--- config.mk ---
export PLATFORM = sky130hd
export DESIGN_NAME = adc_conversion_control
export DESIGN_NICKNAME = d
export VERILOG_FILES = /design/src/shared/adc_ctrl_pkg.sv /design/src/rtl/adc_conversion_control.sv
export SDC_FILE = /design/constraint.sdc
export NUM_CORES = 1
export LEC_CHECK = 0
export BUFFER_PORTS_ARGS = -buffer_cell sky130_fd_sc_hd__buf_2
export CAP_MARGIN = 20
export CORE_MARGIN = 5
export CORE_UTILIZATION = 52
export CTS_CLUSTER_SIZE = 8
export DETAILED_ROUTE_END_ITERATION = 10
export GPL_TIMING_DRIVEN = 0
export PLACE_DENSITY = 0.78
export SETUP_SLACK_MARGIN = 0.1
export SLEW_MARGIN = 5
export SYNTH_ARGS = -nofsm -noshare
export SYNTH_HDL_FRONTEND = slang
export SYNTH_SLANG_ARGS = --single-unit
--- constraint.sdc ---
create_clock -name i_core_clk -period 8.15 [get_ports i_core_clk]
set_clock_uncertainty 0.05 [all_clocks]
set_input_delay 2.0375 -clock i_core_clk [delete_from_list [all_inputs] [get_ports i_core_clk]]
set_output_delay 2.0375 -clock i_core_clk [all_outputs]
set_load 0.02 [all_outputs]
--- src/shared/adc_ctrl_pkg.sv ---
package adc_ctrl_pkg;

   // Register byte addresses on the AXI4-Lite bus.
   localparam logic [7:0] ADDR_CSC    = 8'h38;
   localparam logic [7:0] ADDR_RESULT = 8'h3C;
   localparam logic [7:0] ADDR_CLKSEL = 8'h40;

   // Status and control register layout.
   localparam int CSC_DONE_BIT = 7;
   localparam int CSC_IEN_BIT  = 6;
   localparam int CSC_CONT_BIT = 5;
   localparam int CSC_CHAN_LSB = 0;

   // Clock select register layout.
   localparam int CLK_PRESC_LSB = 5;
   localparam int CLK_SRC_BIT   = 4;

   // Reset values.
   localparam logic [4:0] CHAN_RESET  = 5'h1F;
   localparam logic [2:0] PRESC_RESET = 3'h0;
   localparam logic       SRC_RESET   = 1'b0;

   // Channel codes.
   localparam logic [4:0] CHAN_POWER_OFF = 5'h1F;
   localparam int         NUM_CHAN       = 15;

   // Conversion timing in converter clock ticks.
   localparam logic [3:0] CONV_LAST_TICK = 4'hF;
   localparam logic [3:0] SAR_FIRST_TICK = 4'h4;
   localparam logic [3:0] SAR_LAST_TICK  = 4'hB;

   // Bus responses.
   localparam logic [1:0] RESP_OKAY   = 2'h0;
   localparam logic [1:0] RESP_SLVERR = 2'h2;

endpackage

--- src/rtl/adc_conversion_control.sv ---
// Added by the designer: the AXI4-Lite slave port.
`timescale 1ns/1ps
// Operation
// - A conversion ends sixteen converter clocks after it starts.
// - A control register write starts a conversion at next converter tick.
// - Waiting for that tick can stretch a conversion to seventeen clocks.
// - Continuous mode overwrites the result after every conversion.
// - Continuous runs until its bit clears; otherwise one conversion per start.
// - Without interrupts the done flag sets and holds until result read.
// - With interrupts enabled each conversion end raises the interrupt.
// - With interrupts enabled the done flag stays zero.
// - The selected channel pin is forced to input for the converter.
// - Port data or direction writes do not affect the selected pin.
// - Selected pin reads zero with direction 0, latch with direction 1.
// - Unselected channel pins stay ordinary port pins.
// - Codes saturate at FF above high and 00 below low reference.
// - Results are eight bits, monotonic, with no missing codes.
// - The multiplexer routes at most one of fifteen channels to the core.
// - Stop mode aborts any conversion; continuous conversions resume on exit.
// - Channel code all ones powers the converter off; reset loads it.
// - Prescale divides by 1, 2, 4, 8, or 16 when top bit set.
// - Clock source bit picks bus clock at 1, external at 0.
// - Result read or control write clears a pending interrupt.
module adc_conversion_control
   import adc_ctrl_pkg::*;
(
   input  wire logic        i_core_clk,
   input  wire logic        i_rst,
   input  wire logic        i_awvalid,
   output logic             o_awready,
   input  wire logic [7:0]  i_awaddr,
   input  wire logic        i_wvalid,
   output logic             o_wready,
   input  wire logic [31:0] i_wdata,
   input  wire logic [3:0]  i_wstrb,
   output logic             o_bvalid,
   input  wire logic        i_bready,
   output logic [1:0]       o_bresp,
   input  wire logic        i_arvalid,
   output logic             o_arready,
   input  wire logic [7:0]  i_araddr,
   output logic             o_rvalid,
   input  wire logic        i_rready,
   output logic [31:0]      o_rdata,
   output logic [1:0]       o_rresp,
   input  wire logic        i_external_oscillator_clock,
   input  wire logic        i_comp_above,
   input  wire logic        i_stop_mode,
   input  wire logic [14:0] i_pin_level,
   input  wire logic [14:0] i_port_latch,
   input  wire logic [14:0] i_port_dir,
   output logic [14:0]      o_port_read,
   output logic [14:0]      o_pin_out,
   output logic [14:0]      o_pin_oe,
   output logic [14:0]      o_analog_select,
   output logic [7:0]       o_dac_code,
   output logic             o_converter_power,
   output logic             o_sample,
   output logic             o_conversion_irq
);

   typedef struct packed {
      logic        awready;
      logic        wready;
      logic        arready;
      logic        aw_full;
      logic        w_full;
      logic [7:0]  aw_addr;
      logic [7:0]  w_data;
      logic        w_en;
      logic        bvalid;
      logic [1:0]  bresp;
      logic        rvalid;
      logic [7:0]  rdata;
      logic [1:0]  rresp;
      logic        ien;
      logic        cont;
      logic [4:0]  chan;
      logic        done_flag;
      logic        irq;
      logic        src_sel;
      logic [2:0]  presc;
      logic [7:0]  result;
      logic        osc_s1;
      logic        osc_s2;
      logic        osc_prev;
      logic        comp_s1;
      logic        comp_s2;
      logic [14:0] pin_s1;
      logic [14:0] pin_s2;
      logic [3:0]  div_cnt;
      logic        tick;
      logic        start_pend;
      logic        busy;
      logic [3:0]  cnt;
      logic [7:0]  sar;
      logic [7:0]  dac;
      logic        stop_prev;
      logic        power;
      logic        sample;
      logic [14:0] port_read;
      logic [14:0] pin_out;
      logic [14:0] pin_oe;
      logic [14:0] ana_sel;
   } state_s;

   localparam state_s RESET_STATE = '{
      awready : 1'b1,
      wready  : 1'b1,
      arready : 1'b1,
      chan    : CHAN_RESET,
      presc   : PRESC_RESET,
      src_sel : SRC_RESET,
      default : '0
   };

   state_s state;
   state_s next_state;

   // Ratio minus one for the converter clock prescaler.
   function automatic logic [3:0] div_limit(input logic [2:0] code);
      logic [3:0] lim;
      lim = 4'hF;
      if (!code[2]) begin
         lim = 4'((5'h01 << code[1:0]) - 5'h01);
      end
      return lim;
   endfunction

   // One-hot pin select; power off and reference codes select no pin.
   function automatic logic [14:0] chan_onehot(input logic [4:0] ch);
      logic [14:0] sel;
      sel = 15'h0000;
      for (int i = 0; i < NUM_CHAN; i++) begin
         if (ch == 5'(i)) begin
            sel[i] = 1'b1;
         end
      end
      return sel;
   endfunction

   // Trial bit for the successive approximation step at a tick count.
   function automatic logic [7:0] trial_mask(input logic [3:0] c);
      logic [7:0] m;
      m = 8'h00;
      if (c >= SAR_FIRST_TICK && c <= SAR_LAST_TICK) begin
         m = 8'h80 >> (c - SAR_FIRST_TICK);
      end
      return m;
   endfunction

   always_comb begin
      logic       aw_take;
      logic       w_take;
      logic       wr_go;
      logic       rd_go;
      logic       src_pulse;
      logic       irq_set;
      logic       irq_clr;
      logic       done_set;
      logic       done_clr;
      logic [7:0] rd_val;
      aw_take   = i_awvalid && state.awready;
      w_take    = i_wvalid && state.wready;
      wr_go     = state.aw_full && state.w_full && !state.bvalid;
      rd_go     = i_arvalid && state.arready;
      src_pulse = state.src_sel ? 1'b1
                : (state.osc_s2 && !state.osc_prev);
      irq_set   = 1'b0;
      irq_clr   = 1'b0;
      done_set  = 1'b0;
      done_clr  = 1'b0;
      rd_val    = 8'h00;
      next_state = state;

      // Input synchronisers.
      next_state.osc_s1   = i_external_oscillator_clock;
      next_state.osc_s2   = state.osc_s1;
      next_state.osc_prev = state.osc_s2;
      next_state.comp_s1  = i_comp_above;
      next_state.comp_s2  = state.comp_s1;
      next_state.pin_s1   = i_pin_level;
      next_state.pin_s2   = state.pin_s1;
      next_state.stop_prev = i_stop_mode;

      // Converter clock tick from the selected source and prescaler.
      next_state.tick = 1'b0;
      if (src_pulse) begin
         if (state.div_cnt >= div_limit(state.presc)) begin
            next_state.div_cnt = 4'h0;
            next_state.tick    = 1'b1;
         end else begin
            next_state.div_cnt = state.div_cnt + 4'h1;
         end
      end

      // Conversion sequencer, advanced once per converter tick.
      next_state.sample = 1'b0;
      if (i_stop_mode) begin
         next_state.busy = 1'b0;
      end else if (state.tick && state.power) begin
         if (state.start_pend) begin
            next_state.start_pend = 1'b0;
            next_state.busy       = 1'b1;
            next_state.cnt        = 4'h0;
            next_state.sar        = 8'h00;
            next_state.sample     = 1'b1;
         end else if (state.busy) begin
            if (state.comp_s2) begin
               next_state.sar = state.sar | trial_mask(state.cnt);
            end
            if (state.cnt == CONV_LAST_TICK) begin
               next_state.result = state.sar;
               irq_set  = state.ien;
               done_set = !state.ien;
               next_state.cnt = 4'h0;
               next_state.sar = 8'h00;
               next_state.busy = state.cont;
               next_state.sample = state.cont;
            end else begin
               next_state.cnt = state.cnt + 4'h1;
            end
         end
      end
      if (state.stop_prev && !i_stop_mode && state.cont) begin
         next_state.start_pend = 1'b1;
      end

      // Write channel: address and data are taken in either order.
      if (aw_take) begin
         next_state.aw_full = 1'b1;
         next_state.aw_addr = i_awaddr;
      end
      if (w_take) begin
         next_state.w_full = 1'b1;
         next_state.w_data = i_wdata[7:0];
         next_state.w_en   = i_wstrb[0];
      end
      if (wr_go) begin
         next_state.aw_full = 1'b0;
         next_state.w_full  = 1'b0;
         next_state.bvalid  = 1'b1;
         next_state.bresp   = RESP_OKAY;
         case (state.aw_addr)
            ADDR_CSC: begin
               if (state.w_en) begin
                  next_state.ien  = state.w_data[CSC_IEN_BIT];
                  next_state.cont = state.w_data[CSC_CONT_BIT];
                  next_state.chan = state.w_data[CSC_CHAN_LSB +: 5];
                  next_state.busy = 1'b0;
                  next_state.sample = 1'b0;
                  next_state.start_pend = 1'b1;
                  irq_clr = 1'b1;
               end
            end
            ADDR_CLKSEL: begin
               if (state.w_en) begin
                  next_state.presc = state.w_data[CLK_PRESC_LSB +: 3];
                  next_state.src_sel = state.w_data[CLK_SRC_BIT];
               end
            end
            ADDR_RESULT: begin
               next_state.bresp = RESP_OKAY;
            end
            default: begin
               next_state.bresp = RESP_SLVERR;
            end
         endcase
      end
      if (state.bvalid && i_bready) begin
         next_state.bvalid = 1'b0;
      end
      next_state.awready = !next_state.aw_full && !next_state.bvalid;
      next_state.wready  = !next_state.w_full && !next_state.bvalid;

      // Read channel.
      if (rd_go) begin
         next_state.rvalid  = 1'b1;
         next_state.arready = 1'b0;
         next_state.rresp   = RESP_OKAY;
         case (i_araddr)
            ADDR_CSC: begin
               rd_val[CSC_DONE_BIT] = state.done_flag && !state.ien;
               rd_val[CSC_IEN_BIT]  = state.ien;
               rd_val[CSC_CONT_BIT] = state.cont;
               rd_val[CSC_CHAN_LSB +: 5] = state.chan;
            end
            ADDR_RESULT: begin
               rd_val   = state.result;
               done_clr = 1'b1;
               irq_clr  = 1'b1;
            end
            ADDR_CLKSEL: begin
               rd_val[CLK_PRESC_LSB +: 3] = state.presc;
               rd_val[CLK_SRC_BIT]        = state.src_sel;
            end
            default: begin
               next_state.rresp = RESP_SLVERR;
            end
         endcase
         next_state.rdata = rd_val;
      end
      if (state.rvalid && i_rready) begin
         next_state.rvalid  = 1'b0;
         next_state.arready = 1'b1;
      end

      // Flags: an event in the clearing cycle wins over the clear.
      next_state.irq = (state.irq && !irq_clr) || irq_set;
      next_state.done_flag = ((state.done_flag && !done_clr) || done_set)
                           && !next_state.ien;

      // Power off aborts and drops any queued start.
      next_state.power = (next_state.chan != CHAN_POWER_OFF);
      if (!next_state.power) begin
         next_state.busy       = 1'b0;
         next_state.start_pend = 1'b0;
         next_state.sample     = 1'b0;
      end
      next_state.dac = next_state.sar | trial_mask(next_state.cnt);

      // Port override for the channel the converter has selected.
      next_state.ana_sel = chan_onehot(next_state.chan);
      for (int i = 0; i < NUM_CHAN; i++) begin
         if (next_state.ana_sel[i]) begin
            next_state.pin_oe[i]    = 1'b0;
            next_state.pin_out[i]   = 1'b0;
            next_state.port_read[i] = i_port_dir[i]
                                    && i_port_latch[i];
         end else begin
            next_state.pin_oe[i]    = i_port_dir[i];
            next_state.pin_out[i]   = i_port_latch[i];
            next_state.port_read[i] = i_port_dir[i] ? i_port_latch[i]
                                    : state.pin_s2[i];
         end
      end
   end

   always_ff @(posedge i_core_clk or posedge i_rst) begin
      if (i_rst) begin
         state <= RESET_STATE;
      end else begin
         state <= next_state;
      end
   end

   assign o_awready         = state.awready;
   assign o_wready          = state.wready;
   assign o_arready         = state.arready;
   assign o_bvalid          = state.bvalid;
   assign o_bresp           = state.bresp;
   assign o_rvalid          = state.rvalid;
   assign o_rdata           = {24'h000000, state.rdata};
   assign o_rresp           = state.rresp;
   assign o_port_read       = state.port_read;
   assign o_pin_out         = state.pin_out;
   assign o_pin_oe          = state.pin_oe;
   assign o_analog_select   = state.ana_sel;
   assign o_dac_code        = state.dac;
   assign o_converter_power = state.power;
   assign o_sample          = state.sample;
   assign o_conversion_irq  = state.irq;

endmodule

### After elaboration in Yosys (flattened, before gate mapping)

Cells that the tools add are included.

| word-level totals | value |
|---|---|
| bits in registers | 182 |
| bits of input ports | 107 |
| output and inout port bits | 112 |
| word-level logic and storage cells | 279 |

| operators by class | value |
|---|---|
| add/subtract/negate cells | 5 |
| magnitude comparators | 5 |
| eq/ne operators | 22 |
| shift operators | 3 |
| muxes and demuxes | 145 |
| bitwise gates (word level) | 4 |
| reduce and logical (&&, ||, !) cells | 53 |

Operator list:

| cell | count |
|---|---|
| two-way mux 1 bit | 114 |
| two-way mux 8 bit | 9 |
| == test 5 x 4 -> 1 bit, second input constant | 7 |
| logical AND 1 bit | 34 |
| == test 8 x 6 -> 1 bit, second input constant | 4 |
| two-way mux 13 bit | 2 |
| two-way mux 7 bit | 3 |
| == test 5 x 3 -> 1 bit, second input constant | 4 |
| == test 8 x 7 -> 1 bit, second input constant | 2 |
| two-way mux 4 bit | 4 |
| OR 8 bit | 2 |
| >> shifter 8 x 4 -> 8 bit, first input constant | 2 |
| two-way mux 14 bit | 1 |
| two-way mux 2 bit | 7 |
| two-way mux 12 bit | 1 |
| one-hot mux 4 bit (3 select lines) | 1 |
| two-way mux 11 bit | 1 |
| == test 5 x 2 -> 1 bit, second input constant | 2 |
| logical NOT 1 bit | 10 |
| adder 4 x 1 -> 4 bit, second input constant | 2 |
| >= comparator 4 x 3 -> 1 bit, second input constant | 2 |
| <= comparator 4 bit, second input constant | 2 |
| one-hot mux 4 bit (2 select lines) | 1 |
| subtractor 4 x 3 -> 4 bit, second input constant | 2 |
| other kinds (14) | 18 |

### Depth between registers and ports, before layout

| logic depth | value |
|---|---|
| depth in word-level cells | 20 |
| mapped depth | 7 |
| gate-level depth less buffers | 7 |

### Worst setup path before layout

OpenSTA, ideal clock, no wires.

| timing | value |
|---|---|
| path type | in2reg |
| start | in i_stop_mode |
| end | reg state[125] in the netlist's numbering |
| library setup time | 0.125 ns |
| arrival | 3.159 ns |
| required time | 7.975 ns |
| setup slack | 4.816 ns |
| cell stages on the path | 3 |
| path buffers | 0 |
| cell sequence | nand4b_2 -> nor3_2 -> mux2_2 |

| between the ends | value |
|---|---|
| word-level cells in the longest chain between the ends | 2 |

RTL lines:

| what | line | RTL |
|---|---|---|
| from (decl) | adc_conversion_control.sv:48 | `input wire logic i_stop_mode,` |
| NOT 1 bit (no source line) | -- |  |
| AND reduction 5 bit (no source line) | -- |  |
| to (signal assigned) | adc_conversion_control.sv:343 | `state <= next_state;` |
| to (decl) | adc_conversion_control.sv:117 | `state_s state;` |

Every way passes these cells.
A chain may end at the register's enable or synchronous reset.

### Final worst setup path

| timing | value |
|---|---|
| start | in i_stop_mode |
| end | reg state[128] in the netlist's numbering |

Same word-level chain as after synthesis.

==> impl_results.md <==
* Outcome: complete, no violations
* Avg Cell Area, Syn at about 12 µm²
* Slowest cell on the critical path: nor3_2
* Crit path DAT at 3.65 ns
* CP required at 8.40 ns
* Power Density at about 240 nW/µm²
* CTS HTree Levels at 4
* Clock power share at 38.5%
* Final Setup Violations at 0
* CTS tree: built
* CP max FO at 10
* Worst slew pin tran at between 0.7 and 0.8 ns
* Crit path largest cell delay at 0.67 ns
* Die W at approximately 130 µm
* Core box area at roughly 15000 µm²
* Die H at 132 µm
* Die area at 17300 µm²
* CP top delay family: simple AND/OR/NAND/NOR gates
* Initial antenna violation count at 0
* Latest clock arrival within the worst-skew pair at between 0.4 and 0.5 ns
* Top cell type's share of synthesized area at between 50% and 60%
* Ports at approximately 220
* Clock root buffer: clkbuf_16
* Most common cell in the synthesized netlist: dfrtp_1
* Row Count at 44
* Vias in the first global route at 5230
* Tot GR Track Use at approximately a fifth
* Adder-cell share of the synthesized area at 1.79%
* Total power at 2.33 mW
* Post-cts resize count at 0
* Final #Nets at 978
* Synth warnings at 0
* Top post-synthesis cells by count: dfrtp_1, buf_4, nand2_1
* Slew margin rel. at 49.0%
* Fraction of layout cells with a size suffix above 1 at slightly above 40%
* Synth area leaders: dfrtp_1, buf_4, mux2_2
* Synth area leader: dfrtp_1
* WL/cell at 15.1 µm
* Fin Setup TNS at 0 ns
* Yosys reg bits at 180
* Cell variety after synth at 56
* Post-synthesis compound-gate area fraction at 9.49%
* Hold WC Path Type: reg -> reg
* Total CTS buffers at 17
* Initial DRC Count at 312
* Routed Antenna Nets at 0
* Multiplexer share of the synthesized area at between 5 and 6%
* Final Hold Fails at 0
* Max cap viols at 0
* Post-CTS Setup Repair Bufs at 0
* Port Buffer Count at between 150 and 200
* RSZ-0062 raised after global routing: no
* Synthesized area at 7700 µm²
* Leak Pwr at 4.83 nW
* Post-Synthesis Cells at 650
* Period minus WS final at 3.40 ns
* DRC viols at 0
* Pre-CTS setup slack at 4.33 ns
* Hold path start: next_state[120]
* Sequential power share at 46.2%
* Dpl cell area at 8880 µm²
* Critical Path Source: i_stop_mode
* Logic pwr share at 15.3%
* Vias post-DR at ~5200
* Number of flops mapped to enable cells by yosys at 0
* # hold bufs at CTS at 0
* XOR/XNOR share of the synthesized area at 0%
* CP startpoint kind: input port
* Seq/Total Area, Yosys at 58.6%
* Async set or reset register ratio after synthesis at between 90% and 100%
* DRT Pass-1 Iters at 4
* Largest net degree at the start of global routing at 97
* Grt total ovfl at 0
* Reg2reg start: o_bvalid
* Post-route cell area at 9550 µm²
* Synth Area in Simple Gates at 12.9%
* Clk sinks at 180
* Max VDD drop at 0.154 mV
* Syn-to-layout area delta at 24.0%
* CTS Buffer Depth at 2
* Max Slew Vio Count at 0
* Reg clk slew, reported paths at 0.06 ns
* Final core occ at between 60% and 70%
* Starting Density at 53.0%
* Routed wire length at 16.0 mm
* Critical path capture point type: register
* DP Wirelength at 11.9 mm
* Crit-path cells: buf_2, nand4b_2, nor3_2, mux2_2
* Largest family of logic cells by synthesized area: simple AND/OR/NAND/NOR gates
* Final Worst Setup Slack at 4.75 ns
* Fmax at between 200 and 300 MHz
* Critical path type: in -> reg
* GPL Wtd Cong at 0.868
* Filler cells at 1156
* Switching power at 0.612 mW
* Switch share at 26.2%
* Period utilization at 41.7%
* WP buf/inv at 1
* First-pass GRT wire length at 26.7 mm
* Placed Cells incl. Taps at 1025
* Vias per inst at 4.92
* Int Power at between 1.5 and 2 mW
* Final cell count without fillers at 1057
* Main synth FF type: dfrtp_1
* Hold WS at about 0.3 ns
## path summary, 6_finish.rpt
path / end / slack [ns] / cells after the start
setup / recovery: state[128] / 4.75 / 4
hold / removal: state[120] / 0.30 / 0
setup reg to reg: o_port_read[9] / 5.80 / 7
hold reg to reg: state[120] / 0.30 / 0
max in group asynchronous: state[142] / 5.55 / 3
min in group asynchronous: o_rdata[5] / 1.62 / 2
## metal layers
| layer | GRT usage, % | wire (µm) | up-vias | share of wire (%) |
|---|---|---|---|---|
| li1 | - | - | 2546 | - |
| met3 | 5.12 | 1060 | 16 | 6.6 |
| met2 | 31.1 | 8040 | 147 | 50 |
| met5 | 0 | 0 | - | 0 |
| met4 | 6.40 | 227 | 0 | 1.4 |
| met1 | 24.9 | 6680 | 2492 | 42 |
## power groups by stage
stage          clock (mW)  combinational (mW)  sequential (mW)
2_1_floorplan           0               0.258             1.08
3_3_place_gp            0               0.345             1.09
3_5_place_dp            0               0.358             1.09
4_1_cts             0.915               0.361             1.08
5_1_grt             0.952               0.396             1.09
6_report            0.898               0.357             1.08
## registers in the layout, indices dropped and copies added (netlist names)
name,cells
state,76
next_state,18
o_analog_select,15
o_pin_oe,15
o_pin_out,15
o_port_read,15
o_dac_code,8
o_rdata,8
o_arready,1
o_awready,1
o_bresp,1
o_bvalid,1
o_conversion_irq,1
o_converter_power,1
o_rresp,1
o_rvalid,1
o_sample,1
o_wready,1
## logic make-up (layout without fill, tap and decap cells)
group / after synthesis / in the layout
AND/OR/NAND/NOR: 181 / 181
AO/OA/AOI/OAI: 110 / 110
multiplexers: 41 / 41
buffers and inverters: 126 / 323
flip-flops: 180 / 180
adder cells (fa/ha/maj): 11 / 11
other: 1 / 27
## cell usage in the layout (no fill, tap or decap), drive strengths merged, types with 4 or more instances in the layout
master | Yosys | routed
buf | 108 | 274
dfrtp | 172 | 172
nand2 | 54 | 54
nor2b | 35 | 35
mux2 | 33 | 33
o21ai | 29 | 29
nor2 | 26 | 26
conb | 1 | 26
clkbuf | 5 | 23
a21oi | 20 | 20
nand2b | 18 | 18
inv | 13 | 17
a22oi | 16 | 16
o22ai | 11 | 11
ha | 11 | 11
mux2i | 8 | 8
dfstp | 8 | 8
nor4 | 6 | 6
nand4 | 6 | 6
nand4b | 6 | 6
nor3 | 6 | 6
a21o | 5 | 5
bufinv | 0 | 5
nand3 | 4 | 4
or2 | 4 | 4
o2bb2ai | 4 | 4
a22o | 4 | 4
o31ai | 4 | 4
## worst register-to-register path, cell delays in order (launching register included)
cell	delay [ns]
dfrtp_1	0.41
and3b_1	0.22
buf_2	0.17
and2_1	0.13
buf_2	0.19
nand4b_1	0.25
a22oi_1	0.54
o21ai_0	0.22
## layout make-up
type | count | area (µm²) | share of cell area [%]
Timing Repair Buffer | 166 | 853 | 8.94
Clock buffer | 18 | 439 | 4.60
Multi-Input combinational cell | 369 | 2410 | 25.2
Buffer | 113 | 820 | 8.59
Inverter | 13 | 56.3 | 0.590
Clock inverter | 13 | 220 | 2.31
Sequential cell | 180 | 4510 | 47.3
Tap cell | 184 | 230 | 2.41
Antenna cell | 1 | 2.50 | 0.0262
No activity file was read; power rests on OpenSTA's default activity.
